[config.mk]
export PLATFORM = sky130hd
export DESIGN_NAME = siu_store_unit
export DESIGN_NICKNAME = d
export VERILOG_FILES = /design/src/pkg/siu_pkg.sv /design/src/verilog/siu_sp_convert.sv /design/src/verilog/siu_store_unit.sv
export SDC_FILE = /design/constraint.sdc
export NUM_CORES = 1
export LEC_CHECK = 0
export ABC_AREA = 1
export BUFFER_PORTS_ARGS = -buffer_cell sky130_fd_sc_hd__buf_2
export CAP_MARGIN = 20
export CORE_AREA = 2 2 132 263
export CTS_BUF_LIST = sky130_fd_sc_hd__clkbuf_16
export DETAILED_ROUTE_END_ITERATION = 6
export DIE_AREA = 0 0 134 265
export PLACE_DENSITY_LB_ADDON = 0.2
export SETUP_SLACK_MARGIN = 0.02
export SYNTH_ARGS = -nofsm -noshare
export SYNTH_HDL_FRONTEND = slang
export SYNTH_HIERARCHICAL = 1
export SYNTH_SLANG_ARGS = --single-unit
[constraint.sdc]
create_clock -name i_mclk -period 2.6 [get_ports i_mclk]
set_clock_uncertainty 0.2 [all_clocks]
set_input_delay 0.26 -clock i_mclk [delete_from_list [all_inputs] [get_ports i_mclk]]
set_output_delay 0.26 -clock i_mclk [all_outputs]
set_load 0.03 [all_outputs]
[src/pkg/siu_pkg.sv]
// store instruction unit: opcodes, extended opcodes and sizes
// assumes little-endian bit numbering of the instruction word, bit 31 = msb
package siu_pkg;
    localparam int SIU_XLEN = 32;
    localparam int SIU_FLEN = 64;
    localparam int SIU_REGS = 32;
    localparam logic [5:0] SIU_OP_X = 6'h1F;
    localparam logic [5:0] SIU_OP_STFS = 6'h34;
    localparam logic [5:0] SIU_OP_STFSU = 6'h35;
    localparam logic [5:0] SIU_OP_STFD = 6'h36;
    localparam logic [5:0] SIU_OP_STFDU = 6'h37;
    localparam logic [5:0] SIU_OP_STH = 6'h2C;
    localparam logic [5:0] SIU_OP_STHU = 6'h2D;
    localparam logic [5:0] SIU_OP_STMW = 6'h2F;
    localparam logic [9:0] SIU_XO_STFDX = 10'h2D7;
    localparam logic [9:0] SIU_XO_STFDUX = 10'h2F7;
    localparam logic [9:0] SIU_XO_STFIWX = 10'h3D7;
    localparam logic [9:0] SIU_XO_STFSX = 10'h297;
    localparam logic [9:0] SIU_XO_STFSUX = 10'h2B7;
    localparam logic [9:0] SIU_XO_STHX = 10'h197;
    localparam logic [9:0] SIU_XO_STHUX = 10'h1B7;
    localparam logic [9:0] SIU_XO_STHBRX = 10'h396;
    // byte counts of memory accesses
    localparam logic [3:0] SIU_SZ_HALF = 4'h2;
    localparam logic [3:0] SIU_SZ_WORD = 4'h4;
    localparam logic [3:0] SIU_SZ_DBL = 4'h8;
    localparam logic [4:0] SIU_REG_ZERO = 5'h00;
    localparam logic [4:0] SIU_REG_LAST = 5'h1F;
    localparam logic [31:0] SIU_WORD_STEP = 32'h0000_0004;
    localparam logic [1:0] SIU_ALIGN_OK = 2'h0;
    // single-precision conversion
    localparam int SIU_DEXP_BIAS = 1023;
    localparam int SIU_SEXP_BIAS = 127;
    localparam logic [10:0] SIU_DEXP_MAX = 11'h7FF;
    localparam logic [7:0] SIU_SEXP_MAX = 8'hFF;
    localparam logic [10:0] SIU_DEXP_LO = 11'h381;
    typedef enum logic [1:0]
    {
        SIU_IDLE_S = 2'b00,
        SIU_MULT_S = 2'b01
    } siu_state_type;
endpackage

[src/verilog/siu_sp_convert.sv]
// single-precision conversion of a double-format register image
// assumes the operand is already representable in single format
`timescale 1ns/10ps
module siu_sp_convert
    import siu_pkg::*;
(
    input wire logic [63:0] i_dbl, // double-format image
    output logic [31:0] o_sgl      // single-format word
);
    logic [10:0] exp_d;
    logic [10:0] exp_s;
    always_comb
    begin
        exp_d = i_dbl[62:52];
        exp_s = exp_d - 11'(SIU_DEXP_BIAS - SIU_SEXP_BIAS);
        if (exp_d >= SIU_DEXP_LO || exp_d == SIU_DEXP_MAX)
        begin
            // normal, inf and nan: truncate fraction, rebias exponent (all ones for inf and nan)
            o_sgl = {i_dbl[63], (exp_d == SIU_DEXP_MAX) ? SIU_SEXP_MAX : exp_s[7:0],
                     i_dbl[51:29]};
        end
        else
        begin
            // zero or too small: high bits only, no denormalisation here
            o_sgl = {i_dbl[63:62], i_dbl[58:29]};
        end
    end
endmodule

[src/verilog/siu_store_unit.sv]
// store instruction unit: decode, address, data format, base writeback
// assumes issue holds operands stable during a multi-word store
`timescale 1ns/10ps
module siu_store_unit
    import siu_pkg::*;
(
    input wire logic i_mclk,                  // core clock
    input wire logic i_rstn,                  // async reset, low
    input wire logic i_issue,                 // instruction valid pulse
    input wire logic [31:0] i_instr,          // instruction word
    input wire logic [31:0] i_base_register,  // base register value
    input wire logic [31:0] i_index_register, // index register value
    input wire logic [31:0] i_source_register, // source register value
    input wire logic [63:0] i_fp_source_register, // fp source value
    input wire logic i_mem_ready,             // memory accepts request
    output logic o_busy,                      // unit cannot take issue
    output logic [4:0] o_src_sel,             // source register number read
    output logic o_mem_req,                   // store request valid
    output logic [31:0] o_mem_addr,           // effective address
    output logic [63:0] o_mem_data,           // data, left justified
    output logic [3:0] o_mem_size,            // bytes to store
    output logic o_wb_en,                     // base writeback pulse
    output logic [4:0] o_wb_sel,              // writeback register
    output logic [31:0] o_wb_data,            // writeback value
    output logic o_align_err,                 // misaligned multiple, pulse
    output logic o_illegal                    // unsupported or invalid, pulse
);
    // ----------------------------------------------------------------
    // decode
    // ----------------------------------------------------------------
    logic [5:0] opc;
    logic [9:0] xo;
    logic [4:0] f_src, f_base;
    logic is_dbl, is_sgl, is_fiw, is_half, is_hbr, is_mult, is_upd, is_idx, known;
    logic [31:0] base_val, off_val, ea;
    logic [31:0] sgl_word;
    logic [63:0] data_nxt;
    logic [3:0] size_nxt;
    siu_state_type state_r;
    logic [31:0] addr_r;
    logic [4:0] cnt_r;
    logic hold_r;
    assign opc = i_instr[31:26];
    assign f_src = i_instr[25:21];
    assign f_base = i_instr[20:16];
    assign xo = i_instr[10:1];
    always_comb
    begin
        is_dbl = 1'b0;
        is_sgl = 1'b0;
        is_fiw = 1'b0;
        is_half = 1'b0;
        is_hbr = 1'b0;
        is_mult = 1'b0;
        is_upd = 1'b0;
        is_idx = 1'b0;
        if (opc == SIU_OP_X)
        begin
            is_idx = 1'b1;
            unique case (xo)
                SIU_XO_STFDX: is_dbl = 1'b1;
                SIU_XO_STFDUX:
                begin
                    is_dbl = 1'b1;
                    is_upd = 1'b1;
                end
                SIU_XO_STFIWX: is_fiw = 1'b1;
                SIU_XO_STFSX: is_sgl = 1'b1;
                SIU_XO_STFSUX:
                begin
                    is_sgl = 1'b1;
                    is_upd = 1'b1;
                end
                SIU_XO_STHX: is_half = 1'b1;
                SIU_XO_STHUX:
                begin
                    is_half = 1'b1;
                    is_upd = 1'b1;
                end
                SIU_XO_STHBRX: is_hbr = 1'b1;
                default: is_idx = 1'b0;
            endcase
        end
        else
        begin
            unique case (opc)
                SIU_OP_STFD: is_dbl = 1'b1;
                SIU_OP_STFDU:
                begin
                    is_dbl = 1'b1;
                    is_upd = 1'b1;
                end
                SIU_OP_STFS: is_sgl = 1'b1;
                SIU_OP_STFSU:
                begin
                    is_sgl = 1'b1;
                    is_upd = 1'b1;
                end
                SIU_OP_STH: is_half = 1'b1;
                SIU_OP_STHU:
                begin
                    is_half = 1'b1;
                    is_upd = 1'b1;
                end
                SIU_OP_STMW: is_mult = 1'b1;
                default: is_mult = 1'b0;
            endcase
        end
    end
    assign known = is_dbl | is_sgl | is_fiw | is_half | is_hbr | is_mult;

    // ----------------------------------------------------------------
    // effective address
    // ----------------------------------------------------------------
    // update forms never substitute zero; base 0 there raises o_illegal instead of a store
    assign base_val = (!is_upd && f_base == SIU_REG_ZERO) ? '0
                                                          : i_base_register;
    assign off_val = is_idx ? i_index_register
                            : {{16{i_instr[15]}}, i_instr[15:0]};
    assign ea = base_val + off_val;

    // ----------------------------------------------------------------
    // data formatting
    // ----------------------------------------------------------------
    // conversion assumes software kept the value single-representable
    siu_sp_convert u_conv
    (
        .i_dbl(i_fp_source_register),
        .o_sgl(sgl_word)
    );
    always_comb
    begin
        data_nxt = '0;
        size_nxt = SIU_SZ_WORD;
        if (is_dbl)
        begin
            data_nxt = i_fp_source_register;
            size_nxt = SIU_SZ_DBL;
        end
        else if (is_fiw)
        begin
            // raw low word; single-origin values give whatever bits they hold
            data_nxt = {i_fp_source_register[31:0], 32'h0000_0000};
        end
        else if (is_sgl)
        begin
            data_nxt = {sgl_word, 32'h0000_0000};
        end
        else if (is_half)
        begin
            data_nxt = {i_source_register[15:0], 48'h0000_0000_0000};
            size_nxt = SIU_SZ_HALF;
        end
        else if (is_hbr)
        begin
            data_nxt = {i_source_register[7:0], i_source_register[15:8],
                        48'h0000_0000_0000};
            size_nxt = SIU_SZ_HALF;
        end
        else
        begin
            data_nxt = {i_source_register, 32'h0000_0000};
        end
    end

    // ----------------------------------------------------------------
    // sequencing
    // ----------------------------------------------------------------
    // a request holds until memory takes it; multiple store steps words
    always_ff @(posedge i_mclk or negedge i_rstn)
    begin
        if (!i_rstn)
        begin
            state_r <= SIU_IDLE_S;
            hold_r <= 1'b0;
            o_mem_req <= 1'b0;
            o_mem_addr <= '0;
            o_mem_data <= '0;
            o_mem_size <= SIU_SZ_WORD;
            o_src_sel <= SIU_REG_ZERO;
            addr_r <= '0;
            cnt_r <= SIU_REG_ZERO;
            o_align_err <= 1'b0;
            o_illegal <= 1'b0;
        end
        else
        begin
            o_align_err <= 1'b0;
            o_illegal <= 1'b0;
            if (o_mem_req && i_mem_ready)
                o_mem_req <= 1'b0;
            unique case (state_r)
                SIU_IDLE_S:
                begin
                    if (i_issue && !hold_r && !(o_mem_req && !i_mem_ready))
                    begin
                        if (!known || (is_upd && f_base == SIU_REG_ZERO))
                            o_illegal <= 1'b1;
                        else if (is_mult && ea[1:0] != SIU_ALIGN_OK)
                            o_align_err <= 1'b1;
                        else if (is_mult)
                        begin
                            // source number is steered out, data sampled next cycle
                            state_r <= SIU_MULT_S;
                            o_src_sel <= f_src;
                            cnt_r <= f_src;
                            addr_r <= ea;
                            hold_r <= 1'b1;
                        end
                        else
                        begin
                            o_mem_req <= 1'b1;
                            o_mem_addr <= ea;
                            o_mem_data <= data_nxt;
                            o_mem_size <= size_nxt;
                        end
                    end
                end
                SIU_MULT_S:
                begin
                    if (!o_mem_req || i_mem_ready)
                    begin
                        if (hold_r)
                        begin
                            o_mem_req <= 1'b1;
                            o_mem_addr <= addr_r;
                            o_mem_data <= {i_source_register, 32'h0000_0000};
                            o_mem_size <= SIU_SZ_WORD;
                            addr_r <= addr_r + SIU_WORD_STEP;
                            hold_r <= 1'b0;
                        end
                        else if (cnt_r == SIU_REG_LAST)
                            state_r <= SIU_IDLE_S;
                        else
                        begin
                            cnt_r <= cnt_r + 5'h01;
                            o_src_sel <= cnt_r + 5'h01;
                            hold_r <= 1'b1;
                        end
                    end
                end
                default: state_r <= SIU_IDLE_S;
            endcase
        end
    end

    // ----------------------------------------------------------------
    // base writeback and busy
    // ----------------------------------------------------------------
    always_ff @(posedge i_mclk or negedge i_rstn)
    begin
        if (!i_rstn)
        begin
            o_wb_en <= 1'b0;
            o_wb_sel <= SIU_REG_ZERO;
            o_wb_data <= '0;
            o_busy <= 1'b0;
        end
        else
        begin
            o_wb_en <= 1'b0;
            if (state_r == SIU_IDLE_S && i_issue && !hold_r && !(o_mem_req && !i_mem_ready)
                && known && is_upd && f_base != SIU_REG_ZERO)
            begin
                o_wb_en <= 1'b1;
                o_wb_sel <= f_base;
                o_wb_data <= ea;
            end
            o_busy <= (state_r == SIU_MULT_S && !(cnt_r == SIU_REG_LAST && !hold_r))
                      || (i_issue && is_mult && state_r == SIU_IDLE_S && ea[1:0] == SIU_ALIGN_OK)
                      || (o_mem_req && !i_mem_ready);
        end
    end
endmodule

### Word-level counts from Yosys, hierarchy flattened

Index checks and enable logic that the tools add are counted.
Widths: inputs -> output; s select.

| word-level totals | value |
|---|---|
| register bits after elaboration | 182 |
| bits of input ports | 196 |
| output and inout bits | 147 |

| operators by class | value |
|---|---|
| add/subtract/negate cells | 4 |
| $lt $le $gt $ge | 1 |
| equal/unequal tests | 29 |
| muxes and demuxes | 102 |
| bitwise operators | 5 |
| reductions and logical operators | 50 |

Operators with widths:

| operator | number |
|---|---|
| $mux 64 | 11 |
| $mux 32 | 14 |
| $pmux 32 s2 | 2 |
| $pmux 64 s2 | 1 |
| $eq 10x10->1 const B | 6 |
| $eq 6x6->1 const B | 7 |
| $mux 1 | 42 |
| $mux 5 | 7 |
| $add 32x3->32 const B | 1 |
| $add 32x32->32 | 1 |
| $mux 31 | 1 |
| $mux 4 | 7 |
| $reduce_and 7->1 | 3 |
| $eq 10x9->1 const B | 2 |
| $ne 2x2->1 const B | 10 |
| $logic_and 1x1->1 | 18 |
| $mux 2 | 7 |
| $mux 3 | 4 |
| $reduce_or 2->1 | 6 |
| $eq 11x11->1 const B | 1 |
| $ge 11x10->1 const B | 1 |
| $pmux 5 s2 | 1 |
| $mux 8 | 1 |
| $pmux 4 s2 | 1 |
| 18 further kinds | 36 |

### Logic depth before layout (Yosys ltp)

| logic depth | value |
|---|---|
| depth in word-level cells | 14 |
| mapped depth | 27 |
| gate-level depth less buffers | 25 |

### Modules after synthesis

The synthesis kept the hierarchy.

Modules (own cells, without submodules):

| module | instances | cells an instance | area an instance (µm²) | seq. area each (µm²) |
|---|---|---|---|---|
| siu_store_unit | 1 | 1,945 | 13,016.2 | 4,505.6 |
| siu_sp_convert | 1 | 44 | 256.5 | 0.0 |

### Worst setup path after synthesis

No wires, ideal clock.

| timing | value |
|---|---|
| path type | in2reg |
| start | in i_instr[3] |
| end | reg o_mem_data[23] |
| setup time | 0.124 ns |
| arrival | 3.299 ns |
| path slack | -1.023 ns |
| cell stages on the path | 25 |
| path through | inv_1 nor2_1 nand2_1 nor2_1 o21ai_0 nand3_1 nand2_1 clkbuf_1 inv_1 clkbuf_1 nand2_1 nand2_1 ha_1 fa_1 nor2_1 nor3_1 inv_1 nand2_1 nor2_1 nand3_4 buf_6 buf_12 buf_12 nand2_2 o21ai_2 |

| between the ends | value |
|---|---|
| elaborated cells between the ends (all ways) | 54 |
| classes of those cells | add/sub: 1; eq/ne: 10; mux: 25; bitwise: 5; reduce/logical: 13 |

RTL lines:

| what | RTL line | source |
|---|---|---|
| from (decl) | siu_store_unit.sv:10 | `input wire logic [31:0] i_instr,` |
| $eq 10x9->1 / $eq 10x10->1 (equally long branches) | siu_store_unit.sv:60 | `unique case (xo)` |
| $reduce_or 3->1 (no source line) | - |  |
| $mux 1 | siu_store_unit.sv:60 |  |
| $mux 1 | siu_store_unit.sv:57 | `if (opc == SIU_OP_X)` |
| $logic_not 1->1 | siu_store_unit.sv:116 | `assign base_val = (!is_upd && f_base == SIU_REG_ZERO) ? '0` |
| $logic_and 1x1->1 | siu_store_unit.sv:116 |  |
| $mux 32 | siu_store_unit.sv:116 |  |
| $add 32x32->32 * | siu_store_unit.sv:120 | `assign ea = base_val + off_val;` |
| named net ea[1] | siu_store_unit.sv:35 | `logic [31:0] base_val, off_val, ea;` |
| $reduce_bool 2->1 * | siu_store_unit.sv:199 | `else if (is_mult && ea[1:0] != SIU_ALIGN_OK)` |
| $logic_and 1x1->1 * | siu_store_unit.sv:199 |  |
| $ne 2x2->1 (no source line) * | - |  |
| $reduce_and 7->1 (no source line) * | - |  |
| to (signal assigned) | siu_store_unit.sv:214 | `o_mem_data <= data_nxt;` |
| to (signal assigned) | siu_store_unit.sv:227 | `o_mem_data <= {i_source_register, 32'h0000_0000};` |
| to (decl) | siu_store_unit.sv:20 | `output logic [63:0] o_mem_data,` |

The timed path passes the listed nets; every way through them passes the cells marked *. The select of a mux whose other input is x is not followed.
A chain may end at the register's enable or synchronous reset.

### Worst setup path in the final report

| timing | value |
|---|---|
| start | in i_instr[3] |
| end | reg o_mem_data[55] |

Same word-level chain as after synthesis.

==> impl_metrics.ini <==
[run_status]
status = finished, violations left
failing_checks = setup timing

[logic_synthesis]
number_of_synthesis_warnings = 6
syn-cell-area_mm2 = 0.0133
synthArstFlopShare = 1.00
synth.distinct_cells = 52
ys_seq_elements = 180
postSynth.topFlopCell = dfrtp_1
postSynthAreaPerCell_um2 = 6.67
netlist_instances = 1989
synth_enable_flop_cells = 0
syn-num-nets = 2220
synth_seq_area_share = 0.339

[worst_setup_path]
path_delay_family = simple AND/OR/NAND/NOR gates
critPathMaxFanout = 7
worstSetupEndpointType = flip-flop
regToRegStartpoint = state_r[0]
critPathBufInv = 9
capturing_point_of_the_worst_reg2reg_path = o_mem_data[54]
rrSetupSlack_ns = -0.02
cpPeakStageDelay_ns = 0.47
critical_path.most_common_cell = nor2_4
path_depth = 25
timing.critical_path.from_type = input port
critical_path.slowest_cell = fa_2
ff2ff_path_depth = 9
critical_path_class = input port to flip-flop
cp.required_ns = 2.74
crit_arrival_ns = 3.21

[cells_and_area]
number_of_fill_cells_in_the_layout = 2990
post-route-util = 0.645
number_of_nets_in_the_finished_design = 2842
multiInputGateArea_mm2 = 0.00935
antenna_cells = 0
final_layout_size_suffix_gt1_frac = 0.451
seq_area_mm2 = 0.00451
area_growth_pct = 62.4

[power]
power.leakage_nw = 11.2
ir_worst_vdd_uv = 548
final_total_pwr_mw = 13.8
power.density_cell_area_mw_per_mm2 = 640

[detailed_routing]
vias_per_cell = 5.20
route.vias.total = 15900
postRouteWirelength_um = 58200
wl_per_instance_um = 19.0
drt_drc_violations_left = 0
drt.antenna.violating_nets = 0
first_pass_iters = 5
initialDrtViolationCount = 735

[sta]
grt_setup_unrepaired = true
post-route-worst-setup-slack_ns = -0.474
timing_worst_slew_pin_value_ns = 0.668
hold_viol = 0
slew-limit-headroom = 0.550
post-route-min-period_ns = 3.07
final_min_period_over_clock_period = 1.18
minimum_hold_slack_ns = 0.00715
timing.setup.tns_ns = -53.94
drv_slew = 0
max_clock_freq_ghz = 0.325
setup_violators_final = 156

[global_routing]
grt_pass1_vias = 15800
met3_usage = 0.0354
gr-usage-met2 = 0.597
track_usage = 0.301
grt_start_max_net_pins = 63
grt_busiest_layer = met2
initial_antenna_violation_count = 0
grt.overflow.total = 0
grt_pass1_wl_um = 82800
met1_routing_resource_usage_after_global_routing = 0.289

[min_path]
hold-path-endpoint = o_mem_data[37]
min_path_cells = 5
worstHoldPathType = input port to flip-flop
min-delay-start = i_fp_source_register[34]

[cts]
cts_tree = built
clock_sinks = 180
clock_insertion_delay_worst_skew_ns = 0.46
cts.reportedPaths.clkPinSlew_ns = 0.07
tritoncts_buffers = 17
max-clock-path-buffers = 2
clk_root_buffer_cell = clkbuf_16
htree_num_levels = 4

[place]
dp_hpwl_um = 40500
gp_congestion = 0.966
buffer_ports.inserted = 341

[die]
coreArea_mm2 = 0.0334
initial_core_util = 0.397
io-pin-count = 343
die_w_um = 134
core.rowCount = 95
dieArea_mm2 = 0.0355
die_h_um = 265

[job]
timing.max_cap.violations = 0
registers in the layout, summed over array words and instances (netlist names):
signal       cells
hold_r           1
o_align_err      1
o_mem_addr      32
o_wb_sel         5
o_busy           1
addr_r          32
state_r          1
o_mem_req        1
o_mem_data      64
o_illegal        1
o_mem_size       3
cnt_r            5
o_wb_data       32
o_wb_en          1
cell families after synthesis:
group,count (synthesis),synth area share
buffers and inverters,352,0.117
XOR/XNOR,28,0.0185
adder cells (fa/ha/maj),35,0.0336
other,1,0.000283
multiplexers,5,0.00377
AO/OA/AOI/OAI,417,0.180
AND/OR/NAND/NOR,971,0.308
flip-flops,180,0.339
cell usage after synthesis (8+ instances only):
cell type | count | area share
nand2_1 | 621 | 0.18
inv_1 | 231 | 0.065
o21ai_0 | 183 | 0.069
dfrtp_1 | 179 | 0.34
nor2_1 | 142 | 0.040
a21oi_1 | 138 | 0.052
nand3_1 | 90 | 0.034
clkbuf_1 | 59 | 0.017
nand2_2 | 42 | 0.020
o21ai_2 | 40 | 0.026
ha_1 | 34 | 0.032
buf_4 | 26 | 0.015
nor3_1 | 22 | 0.0083
buf_2 | 19 | 0.0072
nand4_1 | 19 | 0.0090
xor2_1 | 19 | 0.013
a22o_1 | 16 | 0.011
o31ai_1 | 16 | 0.0091
xnor2_1 | 9 | 0.0059
o21ai_1 | 8 | 0.0030
worst max path at each step:
stage / start / endpoint / slack (ns)
6_report: i_instr[3] / o_mem_data[55] / -0.47
5_1_grt: i_instr[3] / o_mem_data[55] / -0.63
4_1_cts: i_instr[9] / o_mem_addr[16] / -0.34
3_5_place_dp: i_instr[3] / o_mem_addr[31] / -1.09
3_3_place_gp: i_instr[3] / addr_r[31] / -1.08
2_1_floorplan: i_instr[3] / o_mem_data[23] / -0.70
layout by cell type, fill, tap and decap left out, drive strengths merged, types with 3 or more instances in the layout:
cell type,netlist,routed
a21oi,141,141
a22o,16,16
and2,3,3
buf,56,646
clkbuf,62,30
clkinv,2,6
clkinvlp,0,3
dfrtp,179,179
dlygate4sd3,0,60
ha,34,34
inv,232,238
mux2i,5,5
nand2,665,665
nand3,94,94
nand3b,7,7
nand4,19,19
nor2,145,145
nor3,23,23
nor4,4,4
o21a,3,3
o21ai,232,232
o21bai,4,4
o31ai,16,16
or2,7,7
xnor2,9,9
xor2,19,19
stage by stage:
stage               setup WS [ns]  cells  area [um^2]
floorplan                  -0.703   1989        13600
global placement            -1.08   2881        17200
detailed placement          -1.09   2881        17200
CTS                        -0.344   3005        19600
global route               -0.630   3059        21600
finish                     -0.474   3059        21600
layer usage:
| layer | wire length [um] | part of all wire |
|---|---|---|
| met1 | 19000 | 0.33 |
| met2 | 32400 | 0.56 |
| met3 | 2840 | 0.049 |
| met4 | 3960 | 0.068 |
| met5 | 0 | 0 |
where the power goes:
part,internal (mW),total (mW),switching [mW]
Clock,1.41,2.60,1.20
Sequential,3.68,4.30,0.622
Combinational,2.59,6.88,4.29
Total,7.68,13.8,6.11
final cells by class:
| class | count | share of cell area |
|---|---|---|
| Clock buffer | 17 | 0.0197 |
| Clock inverter | 14 | 0.00650 |
| Inverter | 234 | 0.0426 |
| Multi-Input combinational cell | 1457 | 0.434 |
| Sequential cell | 180 | 0.209 |
| Tap cell | 436 | 0.0253 |
| Timing Repair Buffer | 720 | 0.263 |
| Timing Repair inverter | 1 | 0.000174 |
timing repair:
action,in CTS,in global routing
endpoints found under the setup margin,165,165
pin swaps,49,109
gates resized for setup,242,350
hold buffers,59,1
gates cloned,9,19
setup buffers,25,36
endpoints found under the hold margin,112,1
worst register-to-register path, delay by kind of cell, from the launching register on:
| kind | cells | cell delay [ns] |
|---|---|---|
| buffers and inverters | 5 | 1.22 |
| flip-flops | 1 | 0.56 |
| AO/OA/AOI/OAI | 3 | 0.40 |
| AND/OR/NAND/NOR | 1 | 0.12 |
Note: power is estimated with default switching activity, not from simulation.
